[config.mk]
export PLATFORM = sky130hd
export DESIGN_NAME = cgocr_regs
export DESIGN_NICKNAME = d
export VERILOG_FILES = /design/src/shared/cgocr_pkg.sv /design/src/shared/cgocr_gate_if.sv /design/src/design/cgocr_clk_gate.sv /design/src/design/cgocr_regs.sv
export SDC_FILE = /design/constraint.sdc
export NUM_CORES = 1
export LEC_CHECK = 0
export BUFFER_PORTS_ARGS = -buffer_cell sky130_fd_sc_hd__buf_2
export CAP_MARGIN = 10
export CELL_PAD_IN_SITES_DETAIL_PLACEMENT = 1
export CELL_PAD_IN_SITES_GLOBAL_PLACEMENT = 2
export CORE_MARGIN = 2
export CORE_UTILIZATION = 40
export DETAILED_ROUTE_END_ITERATION = 7
export GPL_TIMING_DRIVEN = 0
export PLACE_DENSITY_LB_ADDON = 0.1
export SLEW_MARGIN = 10
export SYNTH_ARGS = -nofsm -noshare
export SYNTH_HDL_FRONTEND = slang
export SYNTH_SLANG_ARGS = --single-unit
[constraint.sdc]
create_clock -name clk -period 7.05 [get_ports clk]
set_input_delay 0.705 -clock clk [delete_from_list [all_inputs] [get_ports clk]]
set_output_delay 0.705 -clock clk [all_outputs]
set_load 0.1 [all_outputs]
[src/shared/cgocr_pkg.sv]
// constants for the clock generator output configuration bank
package cgocr_pkg;

    typedef logic [7:0] cgocr_byte_t;
    typedef logic [9:0] cgocr_mv_t;

    // ==========================================================
    // register map
    localparam int REG_COUNT = 6;
    localparam logic [2:0] IDX_REF = 3'h0;
    localparam logic [2:0] IDX_RSVD = 3'h1;
    localparam logic [2:0] IDX_DIFF = 3'h2;
    localparam logic [2:0] IDX_IDENT = 3'h3;
    localparam logic [2:0] IDX_COUNT = 3'h4;
    localparam logic [2:0] IDX_SWING = 3'h5;
    localparam logic [2:0] IDX_LAST = 3'h5;

    // ==========================================================
    // field positions
    localparam int REF_EN_BIT = 2;
    localparam int CLKA_EN_BIT = 7;
    localparam int CLKB_EN_BIT = 6;
    localparam int SWING_SEL_BIT = 7;
    localparam int SWING_CODE_HI = 6;
    localparam int SWING_CODE_LO = 4;
    localparam int CMD_BYTE_MODE_BIT = 7;

    // ==========================================================
    // reset values; both identity nibbles are arbitrary
    localparam logic [3:0] REV_CODE = 4'h1;
    localparam logic [3:0] MAKER_IDENT = 4'h5;
    localparam cgocr_byte_t RST_REF = 8'h04;
    localparam cgocr_byte_t RST_RSVD = 8'h00;
    localparam cgocr_byte_t RST_DIFF = 8'hc0;
    localparam cgocr_byte_t RST_IDENT = {REV_CODE, MAKER_IDENT};
    localparam cgocr_byte_t RST_COUNT = 8'h06;
    localparam cgocr_byte_t RST_SWING = 8'hd8;
    localparam logic [5:0][7:0] REG_RESET = {RST_SWING, RST_COUNT, RST_IDENT, RST_DIFF, RST_RSVD, RST_REF};

    // ==========================================================
    // serial target, swing and rate tables
    localparam cgocr_byte_t TARGET_ADDR = 8'hd6;
    localparam cgocr_mv_t SWING_BASE_MV = 10'h12c;
    localparam cgocr_mv_t SWING_STEP_MV = 10'h064;
    localparam cgocr_mv_t SWING_DEFAULT_MV = 10'h2bc;
    localparam cgocr_byte_t RATE_100_MHZ = 8'h64;
    localparam cgocr_byte_t RATE_125_MHZ = 8'h7d;
    localparam cgocr_byte_t RATE_200_MHZ = 8'hc8;
    localparam logic [1:0] SS_100_FLAT = 2'h0;
    localparam logic [1:0] SS_100_SPREAD = 2'h1;
    localparam logic [1:0] SS_125_FLAT = 2'h2;
    localparam logic [1:0] SS_200_FLAT = 2'h3;

    // ==========================================================
    // pin synchroniser lanes and output lanes
    localparam int SY_SCL = 0;
    localparam int SY_SDA = 1;
    localparam int SY_REF = 2;
    localparam int SY_CLKA = 3;
    localparam int SY_CLKB = 4;
    localparam int SY_SSL = 5;
    localparam int SY_SSH = 6;
    localparam int SY_LANES = 7;
    localparam logic [1:0] SYNC_FILL = 2'h3;
    localparam int NUM_OUTS = 3;
    localparam int OUT_REF = 0;
    localparam int OUT_CLKA = 1;
    localparam int OUT_CLKB = 2;

endpackage

[src/shared/cgocr_gate_if.sv]
// link between the bank and one glitch-free output gate
`timescale 1ns/1ps
interface cgocr_gate_if;
    logic srcClk;
    logic enable;
    logic clkOut;
    modport ctrl (output srcClk, output enable, input clkOut);
    modport gate (input srcClk, input enable, output clkOut);
endinterface

[src/design/cgocr_clk_gate.sv]
// glitch-free stop/start gate for one output clock
`timescale 1ns/1ps
module cgocr_clk_gate (
    input wire logic clk,
    input wire logic rst_b,
    cgocr_gate_if.gate gif
);
    import cgocr_pkg::*;

    typedef struct packed {
        logic gateOn;
        logic clkOut;
    } cgocr_gate_state_t;

    cgocr_gate_state_t state_ff;
    cgocr_gate_state_t nxt_state;

    // ==========================================================
    // gate moves only while the source is low, so no pulse is cut
    always_comb begin
        nxt_state = state_ff;
        if (!gif.srcClk) begin
            nxt_state.gateOn = gif.enable;
        end
        nxt_state.clkOut = gif.srcClk & nxt_state.gateOn;
    end

    always_ff @(posedge clk or negedge rst_b) begin
        if (!rst_b) begin
            state_ff <= '0;
        end else begin
            state_ff <= nxt_state;
        end
    end

    assign gif.clkOut = state_ff.clkOut;
endmodule // cgocr_clk_gate

[src/design/cgocr_regs.sv]
// serial target, configuration bank and output control
// Behaviour
// - byte 0 bit 2 enables the reference output; byte resets to 0x04.
// - byte 2 bit 7 enables clock A; byte resets to 0xc0.
// - byte 2 bit 6 enables clock B; bits 5..0 reserved.
// - byte 3 resets to revision code high nibble, maker code low nibble; read/write.
// - byte 4 is the block length, read/write, resets to 6.
// - byte 5 bit 7 picks default swing or the code in bits 6..4.
// - swing code maps 300 mV plus 100 mV per step, up to 1000 mV.
// - byte 5 resets to 0xd8, low nibble reserved and reset to 0x8.
// - byte 1 is reserved, read/write, resets to zero.
// - reference enable pin is active high; host drives it.
// - clock A enable pin is active high; host drives it.
// - clock B enable pin is active high; host drives it.
// - two select pins are latched and set rate and spread of both clocks.
// - an output runs only when its pin and its register bit are high.
// - select 00:100 flat, 01:100 spread, 10:125 flat, 11:200 flat.
// - serial target answers at address byte 0xd6.
// - a disabled output stops without a cut pulse and rests low.
`timescale 1ns/1ps
module cgocr_regs (
    input wire logic clk,
    input wire logic rst_b,
    input wire logic sclPin,
    input wire logic sdaIn,
    output logic sdaOut,
    output logic sdaOe,
    input wire logic refEnablePin,
    input wire logic pcieClockAEnablePin,
    input wire logic pcieClockBEnablePin,
    input wire logic rateSpreadSelectLow,
    input wire logic rateSpreadSelectHigh,
    input wire logic refSrcClk,
    input wire logic pcieSrcClk,
    output logic refClkOutput,
    output logic pcieClockAOutput,
    output logic pcieClockBOutput,
    output cgocr_pkg::cgocr_mv_t swingMillivolt,
    output cgocr_pkg::cgocr_byte_t rateMhz,
    output logic spreadOn,
    output logic rateValid
);
    import cgocr_pkg::*;

    typedef enum logic [6:0] {
        ST_IDLE = 7'b000_0001,
        ST_ADDR = 7'b000_0010,
        ST_CMD = 7'b000_0100,
        ST_CNT = 7'b000_1000,
        ST_WR = 7'b001_0000,
        ST_RD = 7'b010_0000,
        ST_SKIP = 7'b100_0000
    } cgocr_fsm_t;

    typedef struct packed {
        logic [SY_LANES-1:0] s1;
        logic [SY_LANES-1:0] s2;
        logic [SY_LANES-1:0] s3;
        logic [SY_LANES-1:0] lvl;
        cgocr_fsm_t st;
        cgocr_byte_t shReg;
        cgocr_byte_t txByte;
        logic [3:0] bitCnt;
        logic ackPhase;
        logic nack;
        logic sdaOe;
        logic isBlock;
        logic cntSent;
        logic [2:0] ptr;
        logic [REG_COUNT-1:0][7:0] regs;
        logic [1:0] fill;
        logic rateValid;
        logic [1:0] rateCode;
        cgocr_mv_t swingMv;
        cgocr_byte_t rateMhz;
        logic spreadOn;
    } cgocr_state_t;

    // bus lanes start at their pulled-up idle level, so release shows no false edge
    localparam logic [SY_LANES-1:0] LINE_IDLE = SY_LANES'((32'h0000_0001 << SY_SCL) | (32'h0000_0001 << SY_SDA));
    localparam cgocr_state_t RESET_VAL = '{st: ST_IDLE, regs: REG_RESET, s1: LINE_IDLE, s2: LINE_IDLE,
                                           s3: LINE_IDLE, lvl: LINE_IDLE, default: '0};

    cgocr_state_t state_ff;
    cgocr_state_t nxt_state;
    logic [SY_LANES-1:0] pinsRaw;
    logic sclRise;
    logic sclFall;
    logic startCond;
    logic stopCond;
    logic byteEnd;
    logic wrStrobe;
    logic addrMatch;
    logic [2:0] swingCode;
    logic [NUM_OUTS-1:0] outEnable;
    logic [NUM_OUTS-1:0] outSrc;
    logic [NUM_OUTS-1:0] outClk;

    assign pinsRaw = {rateSpreadSelectHigh, rateSpreadSelectLow, pcieClockBEnablePin,
                      pcieClockAEnablePin, refEnablePin, sdaIn, sclPin};
    assign swingCode = state_ff.regs[IDX_SWING][SWING_CODE_HI:SWING_CODE_LO];
    assign addrMatch = (state_ff.shReg[7:1] == TARGET_ADDR[7:1]);

    // ==========================================================
    // main next-state logic
    always_comb begin
        nxt_state = state_ff;
        wrStrobe = 1'b0;
        // pins pass three stages; a level counts once stages two and three agree
        nxt_state.s1 = pinsRaw;
        nxt_state.s2 = state_ff.s1;
        nxt_state.s3 = state_ff.s2;
        nxt_state.lvl = (state_ff.s2 & state_ff.s3) | (state_ff.lvl & (state_ff.s2 ^ state_ff.s3));
        sclRise = nxt_state.lvl[SY_SCL] & ~state_ff.lvl[SY_SCL];
        sclFall = ~nxt_state.lvl[SY_SCL] & state_ff.lvl[SY_SCL];
        startCond = state_ff.lvl[SY_SCL] & nxt_state.lvl[SY_SCL] & state_ff.lvl[SY_SDA] & ~nxt_state.lvl[SY_SDA];
        stopCond = state_ff.lvl[SY_SCL] & nxt_state.lvl[SY_SCL] & ~state_ff.lvl[SY_SDA] & nxt_state.lvl[SY_SDA];
        byteEnd = sclFall & ~state_ff.ackPhase & (state_ff.bitCnt == 4'h8);

        if (startCond) begin
            nxt_state.st = ST_ADDR;
            nxt_state.bitCnt = 4'h0;
            nxt_state.ackPhase = 1'b0;
            nxt_state.sdaOe = 1'b0;
            nxt_state.cntSent = 1'b0;
        end else if (stopCond) begin
            nxt_state.st = ST_IDLE;
            nxt_state.ackPhase = 1'b0;
            nxt_state.sdaOe = 1'b0;
        end else if (sclRise) begin
            if (state_ff.ackPhase) begin
                nxt_state.nack = nxt_state.lvl[SY_SDA];
            end else if (state_ff.st != ST_IDLE && state_ff.st != ST_SKIP) begin
                nxt_state.shReg = {state_ff.shReg[6:0], nxt_state.lvl[SY_SDA]};
                nxt_state.bitCnt = state_ff.bitCnt + 4'h1;
            end
        end else if (sclFall) begin
            if (state_ff.ackPhase) begin
                nxt_state.ackPhase = 1'b0;
                nxt_state.sdaOe = 1'b0;
                nxt_state.bitCnt = 4'h0;
                if (state_ff.st == ST_RD) begin
                    if (state_ff.nack) begin
                        nxt_state.st = ST_SKIP;
                    end else begin
                        // block reads lead with the length byte
                        if (state_ff.isBlock && !state_ff.cntSent) begin
                            nxt_state.txByte = state_ff.regs[IDX_COUNT];
                            nxt_state.cntSent = 1'b1;
                        end else begin
                            nxt_state.txByte = (state_ff.ptr <= IDX_LAST) ? state_ff.regs[state_ff.ptr] : 8'h00;
                            nxt_state.ptr = state_ff.ptr + 3'h1;
                        end
                        nxt_state.sdaOe = ~nxt_state.txByte[7];
                    end
                end
            end else if (state_ff.bitCnt == 4'h8) begin
                unique case (state_ff.st)
                    ST_ADDR: begin
                        if (addrMatch) begin
                            nxt_state.ackPhase = 1'b1;
                            nxt_state.sdaOe = 1'b1;
                            nxt_state.st = state_ff.shReg[0] ? ST_RD : ST_CMD;
                        end else begin
                            nxt_state.st = ST_SKIP;
                        end
                    end
                    ST_CMD: begin
                        nxt_state.ackPhase = 1'b1;
                        nxt_state.sdaOe = 1'b1;
                        nxt_state.isBlock = ~state_ff.shReg[CMD_BYTE_MODE_BIT];
                        nxt_state.ptr = state_ff.shReg[2:0];
                        nxt_state.cntSent = 1'b0;
                        nxt_state.st = nxt_state.isBlock ? ST_CNT : ST_WR;
                    end
                    ST_CNT: begin
                        // the host's length byte only frames the burst
                        nxt_state.ackPhase = 1'b1;
                        nxt_state.sdaOe = 1'b1;
                        nxt_state.st = ST_WR;
                    end
                    ST_WR: begin
                        nxt_state.ackPhase = 1'b1;
                        nxt_state.sdaOe = 1'b1;
                        if (state_ff.ptr <= IDX_LAST) begin
                            wrStrobe = 1'b1;
                            nxt_state.regs[state_ff.ptr] = state_ff.shReg;
                        end
                        nxt_state.ptr = state_ff.ptr + 3'h1;
                    end
                    ST_RD: begin
                        nxt_state.ackPhase = 1'b1;
                        nxt_state.sdaOe = 1'b0;
                    end
                    ST_IDLE, ST_SKIP: begin
                    end
                endcase
            end else if (state_ff.st == ST_RD) begin
                nxt_state.sdaOe = ~state_ff.txByte[3'(4'h7 - state_ff.bitCnt)];
            end
        end

        // select pins latched once after reset; stages must fill first
        if (!state_ff.rateValid) begin
            if (state_ff.fill != SYNC_FILL) begin
                nxt_state.fill = state_ff.fill + 2'h1;
            end else begin
                nxt_state.rateValid = 1'b1;
                nxt_state.rateCode = {nxt_state.lvl[SY_SSH], nxt_state.lvl[SY_SSL]};
            end
        end
        unique case (state_ff.rateCode)
            SS_100_FLAT: begin
                nxt_state.rateMhz = RATE_100_MHZ;
                nxt_state.spreadOn = 1'b0;
            end
            SS_100_SPREAD: begin
                nxt_state.rateMhz = RATE_100_MHZ;
                nxt_state.spreadOn = 1'b1;
            end
            SS_125_FLAT: begin
                nxt_state.rateMhz = RATE_125_MHZ;
                nxt_state.spreadOn = 1'b0;
            end
            SS_200_FLAT: begin
                nxt_state.rateMhz = RATE_200_MHZ;
                nxt_state.spreadOn = 1'b0;
            end
        endcase

        // reserved low nibble has no part here
        if (state_ff.regs[IDX_SWING][SWING_SEL_BIT]) begin
            nxt_state.swingMv = SWING_BASE_MV + 10'(SWING_STEP_MV * {7'h00, swingCode});
        end else begin
            nxt_state.swingMv = SWING_DEFAULT_MV;
        end
    end

    always_ff @(posedge clk or negedge rst_b) begin
        if (!rst_b) begin
            state_ff <= RESET_VAL;
        end else begin
            state_ff <= nxt_state;
        end
    end

    // ==========================================================
    // output enables: pin and bit must both be high
    assign outEnable[OUT_REF] = state_ff.regs[IDX_REF][REF_EN_BIT] & state_ff.lvl[SY_REF];
    assign outEnable[OUT_CLKA] = state_ff.regs[IDX_DIFF][CLKA_EN_BIT] & state_ff.lvl[SY_CLKA];
    assign outEnable[OUT_CLKB] = state_ff.regs[IDX_DIFF][CLKB_EN_BIT] & state_ff.lvl[SY_CLKB];
    assign outSrc = {pcieSrcClk, pcieSrcClk, refSrcClk};

    for (genvar i = 0; i < NUM_OUTS; i++) begin : g_out
        cgocr_gate_if gateBus();
        assign gateBus.srcClk = outSrc[i];
        assign gateBus.enable = outEnable[i];
        assign outClk[i] = gateBus.clkOut;
        cgocr_clk_gate u_gate (
            .clk(clk),
            .rst_b(rst_b),
            .gif(gateBus)
        );
    end

    assign refClkOutput = outClk[OUT_REF];
    assign pcieClockAOutput = outClk[OUT_CLKA];
    assign pcieClockBOutput = outClk[OUT_CLKB];
    assign sdaOut = 1'b0;
    assign sdaOe = state_ff.sdaOe;
    assign swingMillivolt = state_ff.swingMv;
    assign rateMhz = state_ff.rateMhz;
    assign spreadOn = state_ff.spreadOn;
    assign rateValid = state_ff.rateValid;
endmodule // cgocr_regs

* Yosys cells after proc, flatten, opt, wreduce, memory -nomap -nowiden
Cells that the tools add are included.
** Word-level totals
- Flip-flop bits (word level) :: 141
- Input bits :: 11
- Output and inout bits :: 25
- Word-level logic and storage cells :: 205
** Cells by class
- $add $sub $neg :: 5
- $mul :: 1
- Order comparisons :: 4
- Equal/unequal tests :: 27
- Mux-type cells :: 73
- Bitwise gates (word level) :: 31
- Reduce and logical (&&, ||, !) cells :: 32
** Operators with widths (number)
- two-way mux 48 bit :: 3
- two-way mux 54 bit :: 2
- two-way mux 8 bit :: 11
- two-way mux 7 bit :: 9
- two-way mux 53 bit :: 1
- two-way mux 52 bit :: 1
- bitwise mux 48 bit :: 1
- case mux 9 bit (4 select lines) :: 1
- two-way mux 4 bit :: 8
- binary-select mux 8 bit (select 3 bit) :: 1
- demux 8 bit (select 3 bit) :: 1
- case mux 7 bit (3 select lines) :: 1
- two-way mux 1 bit :: 20
- nonzero test 3 bit :: 6
- AND reduction 8 bit :: 2
- two-way mux 5 bit :: 3
- AND reduction 5 bit :: 3
- AND 7 bit :: 2
- inverter 1 bit :: 14
- AND reduction 7 bit :: 2
- AND 1 bit :: 13
- inequality test 3 x 1 -> 1 bit, second input constant :: 4
- nonzero test 6 bit :: 2
- adder 9 x 10 -> 10 bit, first input constant :: 1
- other kinds (47) :: 61

* Longest topological paths before layout
- Word-level depth :: 19
- Depth in mapped cells :: 10
- Mapped depth without buffers :: 8

* Cells and area by module
Synthesis repeated with hierarchy kept, for this count alone.
** Unflattened totals
- Cell total of the unflattened synthesis :: 525
- Area total of the unflattened synthesis :: 6427.4 µm²
** Modules (own cells, without submodules)
- cgocr_regs :: instances 1, cells an instance 513, area an instance 6209.7 µm², sequential area each 3279.4 µm²
- cgocr_clk_gate :: instances 3, cells an instance 4, area an instance 72.6 µm², sequential area each 50.0 µm²

* Least setup slack after synthesis
No wires, ideal clock.
- Kind :: reg2reg
- Start :: reg state_ff (netlist bit nxt_state[114])
- End :: reg with a tool-made name
- Setup time :: 125 ps
- Arrival :: 2411 ps
- Data required time :: 6925 ps
- Slack :: 4514 ps
- Cell stages (with the launch flop) :: 9
- Path buffers :: 1
- Clock period less this slack :: 2536 ps
- Path through :: dfstp_2 -> ha_1 -> o21ai_0 -> a21oi_1 -> nor4_2 -> nand2b_1 -> buf_2 -> nor3b_4 -> mux2_2
** RTL lines
- from (decl) :: line cgocr_regs.sv:84 : cgocr_state_t state_ff;
- from (signal assigned) :: line cgocr_regs.sv:243 : state_ff <= nxt_state;

==> flow_summary.json <==
{
  "outcome": "completed",
  "finClkSkew_ns": 0.009972,
  "drt_first_pass_iters": 4,
  "fin_setup_tns_ns": 0,
  "synth.yosys.warnings": 0,
  "timing.final.max_slew_violations": 0,
  "io-pin-count": 36,
  "cts.path.max_buffers": 2,
  "cts-buffers-inserted": 17,
  "vias": 4068,
  "clk-insertion-delay-late_ns": 0.42,
  "timing.critical_path.to_type": "register",
  "gpl.final_weighted_congestion": 0.7909,
  "post_cts_hold_buffer_count": 0,
  "dieWidth_um": 129.5,
  "place.port_buffers": 31,
  "synth-seq-area-share": 0.5441,
  "antenna_cells": 0,
  "finalHoldViolCount": 0,
  "synth_compound_area_frac": 0.08833,
  "synth_top_cells_by_area": "sky130_fd_sc_hd__dfrtp_1 46%, sky130_fd_sc_hd__mux2_2 12%, sky130_fd_sc_hd__dfstp_2 8.8%, sky130_fd_sc_hd__ha_1 4.0%, sky130_fd_sc_hd__mux4_2 3.2%",
  "power.density_cell_area_nw_per_um2": 264.4,
  "clk_pin_slew_ns": 0.06,
  "cts_post_setup_buffers_inserted": 0,
  "hold_path.class": "in -> async",
  "post-route-min-period_ns": 3.008,
  "critical_path.startpoint_type": "register",
  "rr_startpoint": "nxt_state[114]$_DFF_PN1_",
  "drtAntennaViolNets": 0,
  "numClockSinks": 136,
  "post_cts_resized": 0,
  "fillCellCount": 1625,
  "netlist-cell-type-count": 58,
  "critical_path_peak_fanout": 8,
  "synth-edff-count": 0,
  "number_of_placement_rows": 45,
  "ys_dominant_reg_cell": "sky130_fd_sc_hd__dfrtp_1",
  "synth_xor_xnor_area_share": 0.009726,
  "layout_commonest_cell": "sky130_fd_sc_hd__dfrtp_1",
  "cap_violations": 0,
  "timing.max_slew.rel_slack": 0.4501,
  "post_drt_via_cell_ratio": 5.143,
  "async_flop_share": 1.000,
  "power_mw": 1.936,
  "die_y_um": 129.5,
  "drt_iter0_markers": 228,
  "core_area_um2": 15310,
  "max_slew.worst_pin.slew_ns": 0.8199,
  "post_route_utilization": 0.4779,
  "cts_h_tree_depth": 4,
  "cts_tree": "done",
  "via_count_of_the_first_global_routing_pass": 4366,
  "layout-area-overhead-vs-synth_pct": 16.12,
  "synth_top_family_by_area": "multiplexers",
  "drive_above_1_share": 0.3328,
  "worstPathArrival_ns": 3.31,
  "synthesis.area_um2": 6304,
  "setup_viol_count_final": 0,
  "yosysTopAreaCellShare": 0.4565,
  "syn_area_per_cell_um2": 12.29,
  "pin_count_of_the_biggest_net_entering_global_routing": 73,
  "yosysTopAreaCell": "sky130_fd_sc_hd__dfrtp_1",
  "post_synth_inst_count": 513,
  "post-place-ws_ns": 4.019,
  "critical_path.startpoint": "nxt_state[114]$_DFF_PN1_",
  "root_buffer": "sky130_fd_sc_hd__clkbuf_16",
  "remaining_drc_errors": 0,
  "total_leakage_power_nw": 3.243,
  "synth_simple_gate_area_frac": 0.1054,
  "floorplan.initialDensity": 0.4116,
  "most-common-layout-cells": "115 x sky130_fd_sc_hd__dfrtp_1, 66 x sky130_fd_sc_hd__mux2_2, 33 x sky130_fd_sc_hd__nand2_1, 33 x sky130_fd_sc_hd__buf_2, 26 x sky130_fd_sc_hd__o21ai_0",
  "yosys.area_share.adder": 0.03970,
  "total_die_area_um2": 16780,
  "global_route_wire_length_before_repair_mm": 23.51,
  "flops_latches_synth": 136,
  "fmax_mhz": 332.5,
  "vdd.ir_drop.worst_uv": 190.4,
  "antenna_found_initial": 0,
  "route.detailed.wl_per_inst_um": 17.75,
  "layout_worst_path_cycle_share": 0.4266,
  "finalNetCount": 598,
  "hold_ws_ns": 0.3174,
  "setup_repair_after_global_routing_missed_its_margin": "false",
  "global_route.overflow_total": 0,
  "dp_hpwl_mm": 9.788,
  "crit_type": "reg -> reg",
  "synth_mux_area_frac": 0.1628,
  "routed_wirelength_mm": 14.04,
  "grtUsageTotal": 0.1831,
  "worst_path_required_ns": 7.35,
  "setup_slack_of_the_most_critical_reg_to_reg_path_ns": 4.04,
  "worst_path_setup_slack_after_routing_ns": 4.042,
  "r2r_cells": 8
}
==> logic make-up (layout without fill, tap and decap cells) <==
logic type,count (synthesis),count (layout)
multiplexers,83,83
flip-flops,136,136
adder cells (fa/ha/maj),20,20
other,2,5
XOR/XNOR,7,7
buffers and inverters,62,126
AND/OR/NAND/NOR,115,115
AO/OA/AOI/OAI,88,88
==> cell usage after synthesis (all sizes together) (2+ instances only) <==
master    n
buf      24
nand4     3
dfrtp   115
o31ai     2
mux4      9
nand2    33
mux2i     8
and2      6
nand2b    4
o21ai    26
o22ai     8
nor2b    10
conb      2
nand3b    3
dfstp    21
nor2     19
nand3     7
or3b      2
a22oi     7
a21o     10
a211oi    3
clkbuf   18
inv      20
xnor2     3
or2       2
nor3     12
ha       20
nor3b     5
a31oi     3
mux2     66
a21oi    15
nand4b    2
xor2      4
o21bai    4
==> cell type report <==
class	count	area, um^2	share of cell area
plain buffers	42	232.7	0.03179
clock buffers	19	442.9	0.06051
clock inverters	13	108.9	0.01487
inverters	20	75.07	0.01026
multi-input cells	318	2577	0.3521
flip-flops and latches	136	3430	0.4685
well taps	211	264.0	0.03607
repair buffers	32	188.9	0.02581
==> worst max-delay path, stage by stage (launching register included) <==
cell                       delay, ns
sky130_fd_sc_hd__dfstp_2        0.53
sky130_fd_sc_hd__ha_1           0.26
sky130_fd_sc_hd__o21ai_0        0.28
sky130_fd_sc_hd__a21oi_1        0.19
sky130_fd_sc_hd__nor4_2         0.42
sky130_fd_sc_hd__nand2b_1       0.11
sky130_fd_sc_hd__buf_2          0.19
sky130_fd_sc_hd__nor3b_4        0.49
sky130_fd_sc_hd__mux2_2         0.41
==> layer usage <==
| metal | wire, um | vias up | global-route usage |
|---|---|---|---|
| li1 | - | 1906 | - |
| met1 | 6509 | 2109 | 0.2423 |
| met2 | 6998 | 42 | 0.3031 |
| met3 | 410 | 11 | 0.04789 |
| met4 | 122 | 0 | 0.04364 |
| met5 | 0 | - | 0 |
==> through the flow <==
| stage | instance area, um^2 | instances |
|---|---|---|
| 4_1_cts | 7320 | 791 |
| 3_3_place_gp | 6734 | 758 |
| 2_1_floorplan | 6315 | 516 |
| 5_1_grt | 7320 | 791 |
| 6_report | 7320 | 791 |
| 3_5_place_dp | 6768 | 759 |
==> how the worst max path moves through the flow <==
stage | end | depth (start not counted)
global placement | rateMhz[6]$_DFF_PN0_ | 1
floorplan | register | 8
detailed placement | register | 8
global route | register | 8
CTS | register | 8
finish | register | 8
==> power breakdown <==
group	switching (mW)	leakage, nW	internal [mW]
registers	0.0654	1.70	0.831
logic	0.137	1.28	0.0731
clock network	0.362	0.263	0.467
Note: power is estimated with default switching activity, not from simulation.
